[src/hdl/sdcr_regs.svh]
// Offsets, field positions and reset values of the socket DMA registers
`ifndef SDCR_REGS_SVH
`define SDCR_REGS_SVH
`define SDCR_OFF_PIN 8'h94
`define SDCR_OFF_CTL 8'h98
`define SDCR_PIN_LSB 0
`define SDCR_PIN_MSB 1
`define SDCR_EN_BIT 0
`define SDCR_WID_LSB 1
`define SDCR_WID_MSB 2
`define SDCR_EXT_BIT 3
`define SDCR_BASE_LSB 4
`define SDCR_BASE_MSB 15
`define SDCR_PIN_RST 2'h0
`define SDCR_WID_RST 2'h0
`define SDCR_BASE_RST 12'h000
`define SDCR_EN_RST 1'h0
`define SDCR_WORD_BYTES 3'h4
`endif

[src/hdl/sdcr_pkg.sv]
// Types for the socket DMA configuration block
package sdcr_pkg;
  typedef enum logic [1:0] {
    SDCR_PIN_NONE = 2'h0,
    SDCR_PIN_SPKR = 2'h1,
    SDCR_PIN_IOIS16 = 2'h2,
    SDCR_PIN_INPACK = 2'h3
  } sdcr_pin_t;
  typedef enum logic [1:0] {
    SDCR_WID_8 = 2'h0,
    SDCR_WID_16 = 2'h1
  } sdcr_wid_t;
  // Gray along idle -> fetch -> drain
  typedef enum logic [1:0] {
    SDCR_PF_IDLE = 2'h0,
    SDCR_PF_FETCH = 2'h1,
    SDCR_PF_DRAIN = 2'h3
  } sdcr_pf_t;
  typedef struct packed {
    logic [1:0][1:0] pin;
    logic [1:0][11:0] base;
    logic [1:0][1:0] wid;
    logic [1:0] en;
    sdcr_pf_t pf;
    logic [31:0] pf_data;
    logic [2:0] pf_rem;
    logic [15:0] card_data;
    logic card_valid;
    logic [31:0] rdata;
    logic rvalid;
  } sdcr_state_t;
endpackage

[src/hdl/sdcr_top.sv]
// Socket DMA configuration registers, window decode and prefetch
//
// Overview of operation
// - Pin-select register at 0x94 per socket; two low bits read/write.
// - Pin select 00 none, 01 speaker, 10 IOIS16, 11 INPACK.
// - Reserved bits of both registers read zero, writes ignored.
// - Writable fields cleared only by the global reset.
// - Control register at 0x98, reset zero: base, ext flag, width, enable.
// - Bits 15..4 form the base of a 16-bit I/O address.
// - Low four base bits are zero and not decoded: 16-byte aligned window.
// - Window decoded only while decode enable bit 0 is set.
// - Extended addressing bit 3 always reads zero.
// - Bits 2..1 set card width: 00 8-bit, 01 16-bit.
// - No card transfer is wider than 16 bits.
// - 32 bits prefetched from the host for two 16-bit or four 8-bit card transfers.
`timescale 1ns/100ps
`default_nettype none
`include "sdcr_regs.svh"
module sdcr_top
  import sdcr_pkg::*;
(
  input wire logic core_clk,
  input wire logic rstn,
  input wire logic sec_rst,
  input wire logic cfg_wr,
  input wire logic cfg_rd,
  input wire logic cfg_func,
  input wire logic [7:0] cfg_addr,
  input wire logic [3:0] cfg_be,
  input wire logic [31:0] cfg_wdata,
  output logic [31:0] cfg_rdata,
  output logic cfg_rvalid,
  input wire logic io_valid,
  input wire logic [31:0] io_addr,
  output logic [1:0] io_hit,
  output logic [3:0] io_reg_sel,
  input wire logic [1:0] card_spkr,
  input wire logic [1:0] card_iois16,
  input wire logic [1:0] card_inpack,
  output logic [1:0] card_dreq,
  output logic [1:0] card_wide,
  input wire logic dma_active,
  input wire logic dma_sock,
  output logic pf_req,
  input wire logic pf_valid,
  input wire logic [31:0] pf_data,
  input wire logic card_strobe,
  output logic [15:0] card_data,
  output logic card_valid,
  output logic pf_empty
);

  sdcr_state_t s_q;
  sdcr_state_t s_d;

  function automatic logic route_dreq(input logic [1:0] sel,
      input logic spkr, input logic iois, input logic inp);
    case (sel)
      SDCR_PIN_NONE: route_dreq = 1'b0;
      SDCR_PIN_SPKR: route_dreq = spkr;
      SDCR_PIN_IOIS16: route_dreq = iois;
      default: route_dreq = inp;
    endcase
  endfunction

  // Upper half of the address must be zero, low nibble is don't-care
  function automatic logic win_hit(input logic [31:0] a,
      input logic [11:0] b, input logic en);
    win_hit = en && a[31:16] == 16'h0000 && a[15:4] == b;
  endfunction

  function automatic logic [31:0] read_reg(input sdcr_state_t s,
      input logic f, input logic [7:0] a);
    read_reg = 32'h0000_0000;
    if (a == `SDCR_OFF_PIN) begin
      read_reg[`SDCR_PIN_MSB:`SDCR_PIN_LSB] = s.pin[f];
    end else if (a == `SDCR_OFF_CTL) begin
      read_reg[`SDCR_BASE_MSB:`SDCR_BASE_LSB] = s.base[f];
      read_reg[`SDCR_WID_MSB:`SDCR_WID_LSB] = s.wid[f];
      read_reg[`SDCR_EN_BIT] = s.en[f];
      read_reg[`SDCR_EXT_BIT] = 1'b0;
    end
  endfunction

  logic w16;
  logic [2:0] step;
  assign w16 = s_q.wid[dma_sock] == SDCR_WID_16;
  // Reserved width codes fall back to byte transfers
  assign step = w16 ? 3'h2 : 3'h1;

  always_comb begin
    s_d = s_q;
    s_d.rvalid = cfg_rd;
    s_d.card_valid = 1'b0;
    if (cfg_rd) begin
      s_d.rdata = read_reg(s_q, cfg_func, cfg_addr);
    end
    // Only bits with storage are written; the rest stay zero
    if (cfg_wr && cfg_addr == `SDCR_OFF_PIN && cfg_be[0]) begin
      s_d.pin[cfg_func] = cfg_wdata[`SDCR_PIN_MSB:`SDCR_PIN_LSB];
    end
    if (cfg_wr && cfg_addr == `SDCR_OFF_CTL) begin
      if (cfg_be[0]) begin
        s_d.en[cfg_func] = cfg_wdata[`SDCR_EN_BIT];
        s_d.wid[cfg_func] = cfg_wdata[`SDCR_WID_MSB:`SDCR_WID_LSB];
        s_d.base[cfg_func][3:0] = cfg_wdata[7:4];
      end
      if (cfg_be[1]) begin
        s_d.base[cfg_func][11:4] = cfg_wdata[15:8];
      end
    end
    case (s_q.pf)
      SDCR_PF_IDLE: begin
        if (dma_active && s_q.pin[dma_sock] != SDCR_PIN_NONE) begin
          s_d.pf = SDCR_PF_FETCH;
        end
      end
      SDCR_PF_FETCH: begin
        if (pf_valid) begin
          s_d.pf_data = pf_data;
          s_d.pf_rem = `SDCR_WORD_BYTES;
          s_d.pf = SDCR_PF_DRAIN;
        end
      end
      SDCR_PF_DRAIN: begin
        if (card_strobe) begin
          s_d.card_valid = 1'b1;
          // Never more than one halfword per card cycle
          s_d.card_data = w16 ? s_q.pf_data[15:0]
                                : {8'h00, s_q.pf_data[7:0]};
          s_d.pf_data = w16 ? {16'h0000, s_q.pf_data[31:16]}
                              : {8'h00, s_q.pf_data[31:8]};
          s_d.pf_rem = s_q.pf_rem - step;
          if (s_q.pf_rem <= step) begin
            s_d.pf = dma_active ? SDCR_PF_FETCH : SDCR_PF_IDLE;
          end
        end
      end
      default: s_d.pf = SDCR_PF_IDLE;
    endcase
    // Secondary reset stops the engine but spares the registers
    if (sec_rst) begin
      s_d.pf = SDCR_PF_IDLE;
      s_d.pf_rem = 3'h0;
    end
  end

  always_ff @(posedge core_clk or negedge rstn) begin
    if (!rstn) begin
      s_q <= '0;
      s_q.pin <= {2{`SDCR_PIN_RST}};
      s_q.base <= {2{`SDCR_BASE_RST}};
      s_q.wid <= {2{`SDCR_WID_RST}};
      s_q.en <= {2{`SDCR_EN_RST}};
      s_q.pf <= SDCR_PF_IDLE;
    end else begin
      s_q <= s_d;
    end
  end

  always_comb begin
    for (int i = 0; i < 2; i++) begin
      io_hit[i] = io_valid && win_hit(io_addr, s_q.base[i], s_q.en[i]);
      card_dreq[i] = route_dreq(s_q.pin[i], card_spkr[i],
                                card_iois16[i], card_inpack[i]);
      card_wide[i] = s_q.wid[i] == SDCR_WID_16;
    end
  end

  assign io_reg_sel = io_addr[3:0];
  assign cfg_rdata = s_q.rdata;
  assign cfg_rvalid = s_q.rvalid;
  assign pf_req = s_q.pf == SDCR_PF_FETCH;
  assign pf_empty = s_q.pf != SDCR_PF_DRAIN;
  assign card_data = s_q.card_data;
  assign card_valid = s_q.card_valid;
endmodule
`default_nettype wire

[config.mk]
export PLATFORM = sky130hd
export DESIGN_NAME = sdcr_top
export DESIGN_NICKNAME = d
export VERILOG_FILES = /design/src/hdl/sdcr_pkg.sv /design/src/hdl/sdcr_top.sv
export VERILOG_INCLUDE_DIRS = /design/src /design/src/hdl
export SDC_FILE = /design/constraint.sdc
export NUM_CORES = 1
export LEC_CHECK = 0
export BUFFER_PORTS_ARGS = -buffer_cell sky130_fd_sc_hd__buf_4
export CORE_MARGIN = 10
export CORE_UTILIZATION = 54
export DETAILED_ROUTE_END_ITERATION = 10
export HOLD_SLACK_MARGIN = 0.08
export PLACE_DENSITY = 0.86
export SLEW_MARGIN = 10
export SYNTH_ARGS = -nofsm -noshare
export SYNTH_HDL_FRONTEND = slang
export SYNTH_SLANG_ARGS = --single-unit
[constraint.sdc]
create_clock -name core_clk -period 3.82 [get_ports core_clk]
set_input_delay 0.573 -clock core_clk [delete_from_list [all_inputs] [get_ports core_clk]]
set_output_delay 0.573 -clock core_clk [all_outputs]
set_load 0.005 [all_outputs]
* Word level (Yosys, flattened, before mapping)
Cells that the tools add are included.
Storage, ports and cells: flip-flop bits (word level) 105, bits in latches 0, bits in writable memories 0, bits in read-only memories 0, output and inout bits 62, word-level logic and storage cells 109, memories 0
Operators by class: add/subtract/negate cells 1, $mul 0, div/mod/pow operators 0, $lt $le $gt $ge 4, eq/ne operators 21, shifts and indexed selects 0, multiplexer cells 46, bitwise operators 0, reductions and logical operators 23
Operators by type and width (number):
- $pmux 35 s2 | 1
- $mux 30 | 2
- $mux 54 | 1
- $bwmux 24 | 2
- $mux 24 | 2
- $mux 37 | 1
- $mux 12 | 3
- $mux 16 | 2
- $mux 2 | 14
- $demux 12 s1 | 2
- $eq 12x12->1 | 2
- $eq 8x8->1 const B | 2
- $logic_not 16->1 | 1
- $mux 14 | 1
- $eq 2x1->1 const B | 6
- $logic_and 1x1->1 | 11
- $ne 3x3->1 const B | 3
- $bwmux 4 | 2
- $eq 2x2->1 const B | 3
- $logic_not 2->1 | 3
- $ne 2x2->1 const B | 3
- $pmux 1 s3 | 2
- $pmux 2 s3 | 1
- $reduce_and 3->1 | 2
- other kinds (16) | 23

* Longest topological paths before layout
depth in word-level cells 9, gate-level depth with buffers 9

* Worst setup path before layout
No wires, ideal clock.
path type input to register, from input dma_sock, to register s_q[52] (netlist name), setup time 0.119 ns, arrival time 2.168 ns, slack 1.533 ns, stages on the path 8, buffers on the path 1, cell sequence mux2i_4 > clkbuf_1 > ha_1 > inv_1 > fa_1 > nor2_1 > xor2_1 > o21a_1
On the way: longest elaborated chain between the ends 8
Ends and longest elaborated chain:
- start: declaration | line sdcr_top.sv:43 | input wire logic dma_sock,
- $mux 2 (implied by the code) (2 in series) | line sdcr_top.sv:87 | assign w16 = s_q.wid[dma_sock] == SDCR_WID_16;
- $eq 2x1->1 | line sdcr_top.sv:87
- $mux 2 | line sdcr_top.sv:89 | assign step = w16 ? 3'h2 : 3'h1;
- $sub 3x2->3 | line sdcr_top.sv:133 | s_d.pf_rem = s_q.pf_rem - step;
- $mux 54 | line sdcr_top.sv:126 | if (card_strobe) begin
- $pmux 35 s2 | line sdcr_top.sv:112 | case (s_q.pf)
- $mux 3 | line sdcr_top.sv:142 | if (sec_rst) begin
- end: declaration | line sdcr_top.sv:53 | sdcr_state_t s_q;
Every way passes these cells. The select of a mux whose other input is x is not followed. A chain may end at the register's enable or synchronous reset.

* Final worst setup path
from input io_addr[19], to output io_hit[0]
On the way: longest elaborated chain between the ends 4
Ends and longest elaborated chain:
- start: declaration | line sdcr_top.sv:34 | input wire logic [31:0] io_addr,
- $logic_not 16->1 | line sdcr_top.sv:69 | win_hit = en && a[31:16] == 16'h0000 && a[15:4] == b;
- $logic_and 1x1->1 (2 in series) | line sdcr_top.sv:69
- $logic_and 1x1->1 | line sdcr_top.sv:163 | io_hit[i] = io_valid && win_hit(io_addr, s_q.base[i], s_q.en[i]);
- end: declaration | line sdcr_top.sv:35 | output logic [1:0] io_hit,
Every way passes these cells.

==> flow_summary.yaml <==
status:
  status: "completed"
pwr:
  powerDensity_nw_per_um2: 377
  peakVddDrop_mv: 0.206
  p_leak_nw: 3.31
  power.total_mw: 2.41
worst_hold_path:
  hold_path_class: "input port to async pin"
synth:
  syn_inst: 476
  synth_area_sq_um: 5330
  ys.flop_type: "dfrtp_1"
  yosysSeqAreaShare_pct: 48.8
  syn_avg_cell_area_sq_um: 11.2
  synth_edf_count: 0
  async_reset_ff_share_pct: 100
  synth-seq-cells: 104
  yosysWarnings: 0
  yosysUniqueCellTypes: 47
clocking:
  clock-sinks: 104
  post_cts_buffers: 0
  ctsHoldBuffers: 0
  htreeDepth: 3
  clkTransAtPathRegs_ns: 0.10
  tritoncts: "built"
  clk_path_buf_depth: 2
  post_cts_resized: 0
  cts_root_buf: "clkbuf_8"
  cts_buffers: 9
  insertion_delay_ns: 0.37
worst_setup_path:
  crit_type: "input port to output pin"
  crit_path_start_kind: "input port"
  critPathArrivalTime_ns: 1.89
  critPathMaxFanout: 2
  end_kind: "output pin"
  cp.required_ns: 3.25
  reg2reg_depth: 9
floorplan:
  rows: 36
  die_area_sq_um: 14200
  io_pins: 187
  dieHeight_um: 119
  fp.dieW_um: 119
  initial_utilization_pct: 55.0
  core_area_sq_um: 9680
timing:
  hold_viol: 0
  setup_violations: 0
  fin_crit_ns: 2.46
  fin_skew_ns: 0.00610
  rsz0062_at_grt: "no"
  fin_crit_sh_pct: 64.4
  slew_viol_final: 0
  fmax_ghz: 0.407
  worst_slew_pin_slew_ns: 0.877
  max_slew_margin_pct: 41.5
  fin_setup_tns_ns: 0
placement:
  post-dp-hpwl_um: 9850
  globalplace.congestion: 0.851
  port_buffers: 142
detailed_routing:
  wl_um: 13300
  wl_per_cell_um: 18.5
  dr.pass1.iters: 5
  vias: 3921
  via_per_inst: 5.48
  ant_nets: 0
  dr.first_iter.drc_count: 233
  drc: 0
grt:
  gr-total-overflow: 0
  grt_pass1_vias: 4187
  grt_util_all_layers_pct: 18.4
  grt_pass1_wl_um: 21500
  grt_start_max_net_pins: 70
  antenna_found_initial: 0
cells_and_area:
  antennaDiodeCount: 0
  drive_above_1_share_pct: 36.2
  syn_to_final_growth_pct: 19.9
  final_nets: 707
run:
  drv_cap: 0
-- final timing paths --
kind                            slack [ns]           startpoint                        to
worst max-delay path                  1.36          io_addr[19]                 io_hit[0]
worst min-delay path                  0.31                 rstn      cfg_rvalid$_DFF_PN0_
worst max register to register        1.53  s_q[91]$_DFFE_PN0P_       s_q[52]$_DFFE_PN0P_
worst min register to register        0.48  s_q[53]$_DFFE_PN0P_  card_data[0]$_DFFE_PN0P_
max in group asynchronous             2.69                 rstn       s_q[54]$_DFFE_PN0P_
min in group core_clk                 0.35               cfg_rd      cfg_rvalid$_DFF_PN0_
-- per-stage QoR --
| step | std cells | utilization (%) | setup slack, ns | hold WS [ns] | instance area [sq um] |
|---|---|---|---|---|---|
| finish | 716 | 66.0 | 1.36 | 0.312 | 6390 |
| global route | 716 | 66.0 | 1.20 | 0.339 | 6390 |
| CTS | 716 | 66.0 | 1.35 | 0.340 | 6390 |
| detailed placement | 700 | 63.6 | 1.34 | 0.459 | 6160 |
| global placement | 700 | 63.6 | 1.35 | 0.452 | 6160 |
| floorplan | 492 | - | 1.53 | 0.277 | 5390 |
-- routing by layer --
metal / global-route usage (%) / up-vias / share of wire, %
met1: 23.6 / 1919 / 44
met4: 7.39 / 0 / 2.2
met5: 0 / - / 0
met3: 4.16 / 23 / 6.4
met2: 29.5 / 153 / 47
li1: - / 1826 / -
-- power by group --
part           total, mW  internal, mW  leakage, nW  switching [mW]
Combinational      0.320         0.175         1.79           0.144
Sequential          1.28          1.20         1.39          0.0830
Clock              0.804         0.431        0.123           0.374
Total               2.41          1.81         3.31           0.601
-- cell usage in the layout, fill, tap and decap left out, types with 2 or more instances in the layout --
cell type  instances
dfrtp_1          104
a22oi_1           17
xor2_1            17
buf_4            148
nor2b_1            3
nand2_1           48
bufinv_16          3
ha_1               3
mux2_2            38
nor4_1             5
mux2i_1           31
xnor2_1            8
o2bb2ai_1         13
clkinv_2           4
conb_1            17
clkbuf_8           9
nand3_1            7
nand4_1            4
nor2_2             3
o221ai_1           2
inv_1              8
o21ai_0           27
nor3_1             5
a32oi_1            8
a22o_1             8
or2_1              2
a21oi_1           10
nor2_1            13
-- kinds of logic (layout without fill, tap and decap cells) --
family / count (synthesis) / after routing / share of synthesized area [%]
fa+ha+maj: 4 / 4 / 1.08
buf+inv: 81 / 172 / 10.1
simple gates: 102 / 102 / 9.79
compound gates: 89 / 89 / 11.7
xor+xnor: 25 / 25 / 4.11
mux: 70 / 70 / 14.3
flops: 104 / 104 / 48.8
other cells: 1 / 17 / 0.0704
-- registers in the layout (all words and copies together) (netlist names) --
name	flops
card_data	16
card_valid	1
cfg_rdata	15
cfg_rvalid	1
s_q	71
-- critical path: stages --
cell and delay (ns):
buf_4 0.10, or4_1 0.51, nor3_1 0.14, nand4_1 0.16, nor3_1 0.25, buf_4 0.15
-- layout make-up --
type / count / area (sq um)
well taps: 133 / 166
flip-flops and latches: 104 / 2600
multi-input cells: 307 / 2250
fillers: 759 / 3290
repair buffers: 148 / 1110
clock inverters: 7 / 110
clock buffers: 9 / 124
inverters: 8 / 30.0
-- synth_stat cells, types with 3 or more instances --
| library cell | instances | share of area, % |
|---|---|---|
| clkbuf_1 | 7 | 0.49 |
| dfrtp_1 | 104 | 49 |
| a21oi_1 | 10 | 0.94 |
| xor2_1 | 17 | 2.8 |
| nand2_1 | 48 | 3.4 |
| nand4_1 | 4 | 0.47 |
| buf_4 | 53 | 7.5 |
| inv_1 | 8 | 0.56 |
| mux2i_1 | 31 | 5.8 |
| o21ai_0 | 27 | 2.5 |
| nor4_1 | 5 | 0.59 |
| nor3_1 | 5 | 0.47 |
| nor2_2 | 3 | 0.35 |
| o2bb2ai_1 | 13 | 2.1 |
| xnor2_1 | 8 | 1.3 |
| ha_1 | 3 | 0.70 |
| nor2b_1 | 3 | 0.35 |
| a32oi_1 | 8 | 1.3 |
| buf_2 | 10 | 0.94 |
| mux2_2 | 38 | 8.0 |
| a22o_1 | 8 | 1.3 |
| nand3_1 | 7 | 0.66 |
| a22oi_1 | 17 | 2.4 |
| nor2_1 | 13 | 0.92 |
Power figures use the tool's default switching activity.
